--- src/rtl/sram_port_pkg.sv ---
// constants for the latched-address static ram controller
package sram_port_pkg;
    localparam int ADDR_W        = 8;     // 256 words
    localparam int DATA_W        = 4;     // 4-bit shared bus
    localparam int CLK_PERIOD_NS = 10;    // 100 MHz
    // device timing, ns as printed
    localparam int T_ADDR_SETUP_NS  = 10;
    localparam int T_ADDR_HOLD_NS   = 70;
    localparam int T_ACCESS_NS      = 350;
    localparam int T_EN_HIGH_NS     = 150;
    localparam int T_EN_LOW_NS      = 350;
    localparam int T_CYCLE_NS       = 500;
    localparam int T_WR_PULSE_NS    = 350;
    localparam int T_WR_SETUP_NS    = 350;
    localparam int T_WR_DATA_DLY_NS = 180;
    localparam int T_DATA_SETUP_NS  = 170;
    localparam int T_DATA_HOLD_NS   = 0;
    localparam int T_OUT_DIS_NS     = 180;
    // least times round up to cycles, at least one
    function automatic int cyc(input int ns);
        int c;
        c = (ns + CLK_PERIOD_NS - 1) / CLK_PERIOD_NS;
        return (c < 1) ? 1 : c;
    endfunction
    localparam int C_ADDR_SETUP  = cyc(T_ADDR_SETUP_NS);
    localparam int C_ADDR_HOLD   = cyc(T_ADDR_HOLD_NS);
    localparam int C_ACCESS      = cyc(T_ACCESS_NS);
    localparam int C_EN_HIGH     = cyc(T_EN_HIGH_NS);
    localparam int C_EN_LOW      = cyc(T_EN_LOW_NS);
    localparam int C_CYCLE       = cyc(T_CYCLE_NS);
    localparam int C_WR_PULSE    = cyc(T_WR_PULSE_NS);
    localparam int C_WR_SETUP    = cyc(T_WR_SETUP_NS);
    localparam int C_WR_DATA_DLY = cyc(T_WR_DATA_DLY_NS);
    localparam int C_DATA_SETUP  = cyc(T_DATA_SETUP_NS);
    localparam int C_DATA_HOLD   = cyc(T_DATA_HOLD_NS);
    localparam int C_OUT_DIS     = cyc(T_OUT_DIS_NS);
    localparam int CNT_W         = 8;
    typedef enum logic [2:0] {
        ST_IDLE  = 3'h0,
        ST_SETUP = 3'h1,
        ST_LOW   = 3'h2,
        ST_HIGH  = 3'h3,
        ST_HOLD  = 3'h4
    } phase_t;
endpackage

--- src/rtl/interval_timer.sv ---
// down counter that flags when a programmed interval has run out
`timescale 1ns/10ps
module interval_timer #(
    parameter int W = 8
) (
    input  wire logic         clk,    // system clock
    input  wire logic         rst,    // sync reset
    input  wire logic         load,   // restart with value
    input  wire logic [W-1:0] value,  // cycles to count
    output logic              done    // interval elapsed
);
    typedef struct packed {
        logic [W-1:0] count;
        logic         done;
    } tmr_t;
    tmr_t cur;
    tmr_t next_cur;
    // load or count down
    always_comb begin
        next_cur = cur;
        if (load) begin
            next_cur.count = value;
            next_cur.done  = (value == '0);
        end else if (cur.count != '0) begin
            next_cur.count = cur.count - 1'b1;
            next_cur.done  = (cur.count == W'(1));
        end
    end
    always_ff @(posedge clk) begin
        if (rst) begin
            cur <= '{count: '0, done: 1'b1};
        end else begin
            cur <= next_cur;
        end
    end
    assign done = cur.done;
endmodule

--- src/rtl/cycle_spacer.sv ---
// counts cycles since the last enable fall, for cycle-time spacing
`timescale 1ns/10ps
module cycle_spacer #(
    parameter int W   = 8,
    parameter int MIN = 50
) (
    input  wire logic clk,     // system clock
    input  wire logic rst,     // sync reset
    input  wire logic fall,    // enable falls this cycle
    output logic      ready    // spacing met
);
    typedef struct packed {
        logic [W-1:0] since;
    } sp_t;
    sp_t cur;
    sp_t next_cur;
    // saturating count since last fall
    always_comb begin
        next_cur = cur;
        if (fall) begin
            next_cur.since = W'(1);
        end else if (cur.since < W'(MIN)) begin
            next_cur.since = cur.since + 1'b1;
        end
    end
    always_ff @(posedge clk) begin
        if (rst) begin
            cur.since <= W'(MIN);
        end else begin
            cur <= next_cur;
        end
    end
    assign ready = (cur.since >= W'(MIN));
endmodule

--- src/rtl/latched_address_static_ram_port.sv ---
// host controller driving a latched-address 256x4 static ram
`timescale 1ns/10ps
module latched_address_static_ram_port #(
    parameter int ADDR_W = sram_port_pkg::ADDR_W,  // address width
    parameter int DATA_W = sram_port_pkg::DATA_W   // data width
) (
    input  wire logic              clk,         // system clock
    input  wire logic              rst,         // sync reset, high
    input  wire logic              reqValid,    // access request
    input  wire logic              reqWrite,    // 1 write, 0 read
    input  wire logic [ADDR_W-1:0] reqAddr,     // word address
    input  wire logic [DATA_W-1:0] reqData,     // write word
    input  wire logic              retain,      // hold in data retention
    output logic                   reqReady,    // request accepted
    output logic                   rspValid,    // access done pulse
    output logic [DATA_W-1:0]      rspData,     // read word
    output logic                   enableN,     // chip enable, low active
    output logic                   writeN,      // write strobe, low active
    output logic [ADDR_W-1:0]      addrOut,     // address pins
    output logic [DATA_W-1:0]      dqOut,       // data bus drive value
    output logic                   dqOe,        // data bus drive enable
    input  wire logic [DATA_W-1:0] dqIn         // data bus sampled value
);
    localparam int CW = sram_port_pkg::CNT_W;

    typedef struct packed {
        sram_port_pkg::phase_t phase;
        logic                  isWrite;
        logic                  strobeHeld;   // write strobe kept low between writes
        logic                  startWait;    // power-up high-time wait pending
        logic [DATA_W-1:0]     wdata;
        logic                  reqReady;
        logic                  rspValid;
        logic [DATA_W-1:0]     rspData;
        logic                  enableN;
        logic                  writeN;
        logic [ADDR_W-1:0]     addrOut;
        logic [DATA_W-1:0]     dqOut;
        logic                  dqOe;
        logic                  tmrLoad;
        logic [CW-1:0]         tmrValue;
    } ctl_t;

    ctl_t cur;
    ctl_t next_cur;
    logic tmrDone;
    logic spaceOk;
    logic enFall;

    //////////////////////////////////////////////////////////////////////////
    // phase timer and cycle spacing
    interval_timer #(.W(CW)) phaseTimer (
        .clk   (clk),
        .rst   (rst),
        .load  (next_cur.tmrLoad),   // loads on the edge that enters a phase
        .value (next_cur.tmrValue),  // so done is never stale in the phase
        .done  (tmrDone)
    );

    cycle_spacer #(.W(CW), .MIN(sram_port_pkg::C_CYCLE)) fallSpacer (
        .clk   (clk),
        .rst   (rst),
        .fall  (enFall),
        .ready (spaceOk)
    );

    assign enFall = cur.enableN && !next_cur.enableN;

    // timer count helper, minus one for the load cycle
    function automatic logic [CW-1:0] ld(input int c);
        return CW'(c - 1);
    endfunction

    //////////////////////////////////////////////////////////////////////////
    // access sequencer
    always_comb begin
        next_cur          = cur;
        next_cur.reqReady = 1'b0;
        next_cur.rspValid = 1'b0;
        next_cur.tmrLoad  = 1'b0;
        unique case (cur.phase)
            sram_port_pkg::ST_IDLE: begin
                if (retain) begin
                    // retention: enable and strobe high, bus released
                    next_cur.enableN    = 1'b1;
                    next_cur.writeN     = 1'b1;
                    next_cur.dqOe       = 1'b0;
                    next_cur.strobeHeld = 1'b0;
                    // restart high-time wait once retention ends
                    next_cur.tmrLoad    = 1'b1;
                    next_cur.tmrValue   = ld(sram_port_pkg::C_EN_HIGH);
                end else if (cur.startWait) begin
                    // first high-time wait after reset, nothing taken meanwhile
                    next_cur.startWait  = 1'b0;
                    next_cur.tmrLoad    = 1'b1;
                    next_cur.tmrValue   = ld(sram_port_pkg::C_EN_HIGH);
                end else if (!cur.writeN && cur.strobeHeld && !(reqValid && reqWrite) && tmrDone) begin
                    // chain of writes ended: release the strobe
                    next_cur.writeN     = 1'b1;
                    next_cur.strobeHeld = 1'b0;
                    next_cur.dqOe       = 1'b0;
                end else if (reqValid && tmrDone && spaceOk && !cur.reqReady) begin
                    // present address before enable falls
                    next_cur.reqReady = 1'b1;
                    next_cur.isWrite  = reqWrite;
                    next_cur.addrOut  = reqAddr;
                    next_cur.wdata    = reqData;
                    next_cur.dqOe     = 1'b0;
                    if (!reqWrite) begin
                        next_cur.writeN     = 1'b1;
                        next_cur.strobeHeld = 1'b0;
                    end else begin
                        // strobe falls before enable: bracketed write
                        next_cur.writeN = 1'b0;
                        next_cur.dqOut  = reqData;
                        next_cur.dqOe   = 1'b1;
                    end
                    next_cur.phase    = sram_port_pkg::ST_SETUP;
                    next_cur.tmrLoad  = 1'b1;
                    next_cur.tmrValue = ld(sram_port_pkg::C_ADDR_SETUP);
                end
            end
            sram_port_pkg::ST_SETUP: begin
                if (tmrDone) begin
                    // enable fall latches address in the device
                    next_cur.enableN  = 1'b0;
                    next_cur.phase    = sram_port_pkg::ST_HOLD;
                    next_cur.tmrLoad  = 1'b1;
                    next_cur.tmrValue = ld(sram_port_pkg::C_ADDR_HOLD);
                end
            end
            sram_port_pkg::ST_HOLD: begin
                // address held steady until hold expires
                if (tmrDone) begin
                    next_cur.phase    = sram_port_pkg::ST_LOW;
                    next_cur.tmrLoad  = 1'b1;
                    // remaining low time covers width, access, pulse, setup
                    next_cur.tmrValue = ld(sram_port_pkg::C_EN_LOW - sram_port_pkg::C_ADDR_HOLD);
                end
            end
            sram_port_pkg::ST_LOW: begin
                if (tmrDone) begin
                    if (!cur.isWrite) begin
                        // sample read word at end of low phase
                        next_cur.rspData = dqIn;
                    end
                    // enable rises while a write keeps strobe low: write data held past rise
                    next_cur.enableN  = 1'b1;
                    next_cur.rspValid = 1'b1;
                    next_cur.phase    = sram_port_pkg::ST_HIGH;
                    next_cur.tmrLoad  = 1'b1;
                    next_cur.tmrValue = ld(sram_port_pkg::C_EN_HIGH);
                end
            end
            sram_port_pkg::ST_HIGH: begin
                // enable high for minimum width before idle
                if (cur.isWrite) begin
                    // keep strobe low for a following write
                    next_cur.strobeHeld = 1'b1;
                end
                if (tmrDone) begin
                    next_cur.phase = sram_port_pkg::ST_IDLE;
                end
            end
            default: begin
                next_cur.phase   = sram_port_pkg::ST_IDLE;
                next_cur.enableN = 1'b1;
                next_cur.dqOe    = 1'b0;
            end
        endcase
    end

    //////////////////////////////////////////////////////////////////////////
    // state register
    always_ff @(posedge clk) begin
        if (rst) begin
            cur          <= '0;
            cur.phase    <= sram_port_pkg::ST_IDLE;
            cur.enableN  <= 1'b1;
            cur.writeN   <= 1'b1;
            cur.startWait <= 1'b1;
        end else begin
            cur <= next_cur;
        end
    end

    // outputs straight from the state register
    assign reqReady = cur.reqReady;
    assign rspValid = cur.rspValid;
    assign rspData  = cur.rspData;
    assign enableN  = cur.enableN;
    assign writeN   = cur.writeN;
    assign addrOut  = cur.addrOut;
    assign dqOut    = cur.dqOut;
    assign dqOe     = cur.dqOe;
endmodule

--- config.mk ---
export PLATFORM = sky130hd
export DESIGN_NAME = latched_address_static_ram_port
export DESIGN_NICKNAME = d
export VERILOG_FILES = /design/src/rtl/sram_port_pkg.sv /design/src/rtl/interval_timer.sv /design/src/rtl/cycle_spacer.sv /design/src/rtl/latched_address_static_ram_port.sv
export SDC_FILE = /design/constraint.sdc
export NUM_CORES = 1
export LEC_CHECK = 0
export BUFFER_PORTS_ARGS = -buffer_cell sky130_fd_sc_hd__buf_4
export CAP_MARGIN = 10
export CORE_UTILIZATION = 40
export CTS_BUF_LIST = sky130_fd_sc_hd__clkbuf_8
export DETAILED_ROUTE_END_ITERATION = 10
export PLACE_DENSITY = 0.72
export SYNTH_ARGS = -nofsm -noshare
export SYNTH_HDL_FRONTEND = slang
export SYNTH_SLANG_ARGS = --single-unit
--- constraint.sdc ---
create_clock -name clk -period 2.4 [get_ports clk]
set_input_delay 0.12 -clock clk [delete_from_list [all_inputs] [get_ports clk]]
set_output_delay 0.12 -clock clk [all_outputs]
set_load 0.005 [all_outputs]
After elaboration in Yosys (flattened, before gate mapping). Cells that the tools add are included.

Register bits after elaboration: 52. Bits of input ports: 21. Output and inout port bits: 21.

$add $sub $neg: 2. Magnitude comparators: 2. Equal/unequal tests: 18. Muxes and demuxes: 40. Bitwise logic cells: 7. Reductions and logical operators: 32.

Operator list (count): 9-bit two-way mux (7); 9-bit one-hot mux with 4 select lines (1); 23-bit two-way mux (1); 6-bit two-way mux (3); 5-bit two-way mux (3); 3-bit one-hot mux with 5 select lines (1); 14-bit two-way mux (1); 12-bit two-way mux (1); 3-bit two-way mux (4); 4-bit two-way mux (3); 2-bit != test, second input constant (6); 1-bit two-way mux (11); 10-bit two-way mux (1); 5-bit AND reduction (2); 3-bit AND reduction (3); 8-bit by 1-bit adder with 8-bit output, second input constant (1); 8-bit by 1-bit equality test with 1-bit output, second input constant (1); 8-bit by 6-bit greater-or-equal comparator with 1-bit output, second input constant (1); 1-bit logical AND (8); 8-bit logical NOT (1); 8-bit by 6-bit less-than comparator with 1-bit output, second input constant (1); 2-bit by 1-bit != test with 1-bit output, second input constant (4); 4-bit != test, second input constant (2); 8-bit AND reduction (1); other kinds (18) (33).

Depth between registers and ports, before layout.
Depth in word-level cells: 10. Gate-level depth with buffers: 7.

Modules after synthesis. A second synthesis with hierarchy kept.

Cell total of the unflattened synthesis: 315. Area, all modules: 2735.1 sq um.

By module, submodules not included: latched_address_static_ram_port (times used 1, cells an instance 211, area an instance 1785.5 sq um); interval_timer (times used 1, cells an instance 60, area an instance 540.5 sq um); cycle_spacer (times used 1, cells an instance 44, area an instance 409.1 sq um).

Worst setup path after synthesis. No wires, ideal clock.

Kind: register to register. From: reg fallSpacer.cur[1] in the netlist's numbering. To: reg phaseTimer.cur, in the netlist phaseTimer.done. Library setup time: 0.060 ns. Arrival: 1.786 ns. Required time: 2.340 ns. Setup slack: 0.554 ns. Cell stages (with the launch flop): 7. Period minus slack after synthesis: 1.846 ns. Cells stage by stage: dfxtp_1 -> or3_4 -> o32a_4 -> and3_4 -> buf_6 -> o311ai_2 -> o41a_1.

Longest elaborated chain between the ends: 10. Elaborated cells on any way between the ends: 11. Classes of those cells: order compare: 1; mux: 6; reduce/logical: 4.

RTL lines: start, declared (line cycle_spacer.sv:15) `sp_t cur;`; start signal, assigned (line cycle_spacer.sv:30) `cur <= next_cur;`; 8-bit by 6-bit greater-or-equal comparator with 1-bit output * (line cycle_spacer.sv:33) `assign ready = (cur.since >= W'(MIN));`; 1-bit logical AND * (2 in series) (line latched_address_static_ram_port.sv:102) `end else if (reqValid && tmrDone && spaceOk && !cur.reqReady) begin`; 23-bit two-way mux * (line latched_address_static_ram_port.sv:102); 9-bit two-way mux * (line latched_address_static_ram_port.sv:97) `end else if (!cur.writeN && cur.strobeHeld && !(reqValid && reqWrite) && tmrDone) begin`; 9-bit two-way mux * (line latched_address_static_ram_port.sv:92) `end else if (cur.startWait) begin`; 10-bit two-way mux * (line latched_address_static_ram_port.sv:83) `if (retain) begin`; 9-bit one-hot mux with 4 select lines * (line latched_address_static_ram_port.sv:81) `unique case (cur.phase)`; 8-bit logical NOT (line interval_timer.sv:23) `next_cur.done = (value == '0);`; 9-bit two-way mux (line interval_timer.sv:21) `if (load) begin`; end signal, assigned (line interval_timer.sv:31) `cur <= '{count: '0, done: 1'b1};`; end signal, assigned (line interval_timer.sv:33) `cur <= next_cur;`; end, declared (line interval_timer.sv:16) `tmr_t cur;`.

Mark *: on every way between the ends. The rest lies on a longest branch, timed or not. The select of a mux whose other input is x is not followed. A chain may end at the register's enable or synchronous reset.

Final worst setup path.
From: reg phaseTimer.cur, in the netlist phaseTimer.done. To: reg phaseTimer.cur[5] in the netlist's numbering.

Longest elaborated chain between the ends: 9. Elaborated cells on any way between the ends: 14. Classes of those cells: mux: 9; reduce/logical: 5.

RTL lines (line): 1-bit logical AND (3 in series) (latched_address_static_ram_port.sv:102); 23-bit two-way mux (latched_address_static_ram_port.sv:102); 9-bit two-way mux (latched_address_static_ram_port.sv:97); 9-bit two-way mux (latched_address_static_ram_port.sv:92); 10-bit two-way mux (latched_address_static_ram_port.sv:83); 9-bit one-hot mux with 4 select lines * (latched_address_static_ram_port.sv:81); 9-bit two-way mux / 2-bit nonzero test (equally long branches).

Marked as above.

==> key figures <==
Status
  • Status: finished clean

Timing
  • Final Skew: 4.94 ps
  • Final Max Slew Viols: 0
  • Final TNS setup: 0 ps
  • Hold Slack: 51.3 ps
  • Final min period: 2040 ps
  • Setup violators final: 0
  • Worst-margin pin slew: 548 ps
  • Final hold violation count: 0
  • RSZ-0062 raised after global routing: no
  • Part of the cycle the worst path needs: 0.850
  • Rel. slew slack: 0.632
  • FMAX: 0.490 GHz

Yosys
  • Sequential area share after synthesis: 0.395
  • Syn_area_per_cell: 8.47 µm²
  • Gate count of the mapped netlist: 269
  • Yosys cell types: 52
  • Main synth FF type: dfxtp_1
  • Syn Std Cell Area: 2280 µm²
  • Net Count, Synth: 294
  • Asr flop ratio synth: 0
  • Post-synth EDFFs: 0
  • #FFs+latches synth: 45
  • Ys Warns: 0

Power
  • Sw power: 0.418 mW
  • PwrDens: 612 nW/µm²
  • Pint: 1.19 mW
  • Clock network fraction of total power: 0.350
  • Max IR drop VDD: 0.427 mV
  • Seq pwr share: 0.502
  • P_leak: 1.13 nW
  • Sw frac: 0.260
  • Logic pwr share: 0.148

Setup path
  • Data required, critical path: 2590 ps
  • Max stage delay on crit path: 650 ps
  • CP Launch Type: register
  • Worst path bufs/invs: 1
  • Crit-path leading delay family: simple AND/OR/NAND/NOR gates
  • Max FO, Critical Path: 14
  • Cell chain of the critical path: inv_1, or4b_1, o211a_1, a2111oi_2
  • FF-to-FF Start: phaseTimer.done$_SDFFE_PP1P_
  • Critical path launch point: phaseTimer.done$_SDFFE_PP1P_
  • CP arrival: 2230 ps
  • Setup CP Type: reg -> reg
  • CP endpoint kind: register
  • Slowest stage cell on the critical path: or4b_1

Job
  • Max-Cap Viols: 0

Global route
  • Initial antenna violation count: 0
  • GR Layer Usage met3: 0.0412
  • GRT Total Usage: 0.161
  • M2 GR Usage: 0.258
  • Grt ovf: 0
  • First-pass GRT wire length: 7.78 mm
  • Met1 track demand over resource: 0.208
  • Number of global-route vias before repair: 1675
  • GRT busiest layer: met2
  • Largest net degree at the start of global routing: 39

Clock tree
  • CTS H-tree lvls: 2
  • Root Driver: clkbuf_8
  • Post-CTS sizing: 0
  • Post-CTS Setup Repair Bufs: 0
  • CTS Buf Count: 5
  • Clock Tree Buf Depth: 2
  • Clk slew on worst S/H paths: 80 ps
  • Latest clock arrival within the worst-skew pair: 290 ps
  • Clock sink count: 45
  • Cts hold-fix bufs: 0
  • CTS tree: yes

Finish
  • N_diodes: 0
  • Nets: 312
  • Most frequent cells in the layout: dfxtp_1 (45), buf_4 (45), nor2_1 (31)
  • Synthesis-to-finish area growth: 14.9%
  • Layout cell share with drive strength beyond 1: 0.212

Drt
  • DR vias: 1902
  • Routed wire length: 4.72 mm
  • DRC viols: 0
  • DR vias/cell: 5.28
  • Initial drt markers: 149
  • Post-route ant nets: 0
  • Routed WL per cell: 13.1 µm
  • Drt first pass iters: 6

Floorplan
  • # rows: 27
  • Core Region: 5510 µm²
  • Die Ht: 77.5 µm
  • DIE WIDTH: 77.5 µm
  • # IOs: 42
  • Die Footprint: 6010 µm²
  • Initial Utilization: 0.414

Min path
  • Worst hold start: reqAddr[4]
  • Min-Delay Path Class: in -> reg

Place
  • Gpl congestion: 0.880
  • # port buffers: 41
  • Hpwl dp: 3.43 mm
==> Yosys cell counts (3+ instances only) <==
| master | count | area (µm²) |
|---|---|---|
| a31oi_1 | 3 | 18.8 |
| nand3_1 | 6 | 30.0 |
| mux2i_1 | 14 | 140 |
| nor3_1 | 10 | 50.1 |
| inv_1 | 7 | 26.3 |
| nand2_1 | 22 | 82.6 |
| o31ai_1 | 3 | 22.5 |
| nor4_1 | 4 | 25.0 |
| a21oi_1 | 13 | 65.1 |
| dfxtp_1 | 45 | 901 |
| a211oi_1 | 3 | 22.5 |
| and2_1 | 3 | 18.8 |
| nand3b_1 | 3 | 22.5 |
| buf_1 | 3 | 11.3 |
| clkbuf_1 | 13 | 48.8 |
| ha_1 | 4 | 50.1 |
| nand4_1 | 5 | 31.3 |
| xor2_1 | 4 | 35.0 |
| buf_4 | 17 | 128 |
| nor2_1 | 31 | 116 |
| o22ai_1 | 3 | 18.8 |
| o21ai_0 | 15 | 75.1 |
==> layout make-up <==
type                            count  area [µm²]
Timing Repair Buffer               45         338
Clock buffer                        5        68.8
Fill cell                         541        2890
Multi-Input combinational cell    183        1150
Clock inverter                      3        42.5
Sequential cell                    45         901
Tap cell                           72        90.1
Inverter                            7        26.3
==> flip-flops by register name (all words and copies together) (netlist names) <==
register,flops
addrOut,8
dqOe,1
phaseTimer.cur,8
writeN,1
cur,7
enableN,1
rspValid,1
phaseTimer.done,1
fallSpacer.cur,8
reqReady,1
rspData,4
dqOut,4
==> cell families (layout without fill, tap and decap cells) <==
kind of cell,after synthesis,after routing,share of synthesized area
DFF,45,45,0.395
and+or+nand+nor,102,102,0.226
muxes,14,14,0.0615
xor gates and xnor gates,6,6,0.0231
AOI/OAI and AO/OA,57,57,0.173
buffers and inverters,41,60,0.0988
adders and majority gates,4,4,0.0220
==> per-stage QoR <==
stage                     instances  power, mW  cell area [µm²]  utilization  setup slack (ps)
after global routing            360       1.68             2620        0.476               172
after global placement          352       1.05             2510        0.456               457
after detailed placement        352       1.06             2510        0.456               375
final                           360       1.60             2620        0.476               360
after CTS                       360       1.62             2620        0.476               350
after floorplan                 269      0.994             2280            -               554
==> power by group through the flow <==
stage | sequential, mW | clock (mW) | combinational, mW
2_1_floorplan | 0.807 | 0 | 0.187
3_3_place_gp | 0.823 | 0 | 0.232
3_5_place_dp | 0.824 | 0 | 0.235
4_1_cts | 0.806 | 0.576 | 0.236
5_1_grt | 0.812 | 0.608 | 0.264
6_report | 0.806 | 0.562 | 0.237
==> worst reg2reg max path: stages (launching register included) <==
cell and delay, ps:
dfxtp_1 600, inv_1 100, or4b_1 650, o211a_1 260
a2111oi_2 330
==> final timing paths <==
path,end,slack (ps),depth (start not counted)
setup / recovery,phaseTimer.cur[5]$_SDFFE_PP0P_,360,4
hold / removal,addrOut[4]$_SDFFE_PP0P_,50,3
setup reg to reg,phaseTimer.cur[5]$_SDFFE_PP0P_,360,4
hold reg to reg,rspData[2]$_SDFFE_PP0P_,490,2
==> per-layer routing <==
| metal | wire, µm | vias up |
|---|---|---|
| li1 | - | 970 |
| met1 | 2240 | 891 |
| met2 | 2240 | 32 |
| met3 | 160 | 9 |
| met4 | 74 | 0 |
| met5 | 0 | - |
Note: power is estimated with default switching activity, not from simulation.
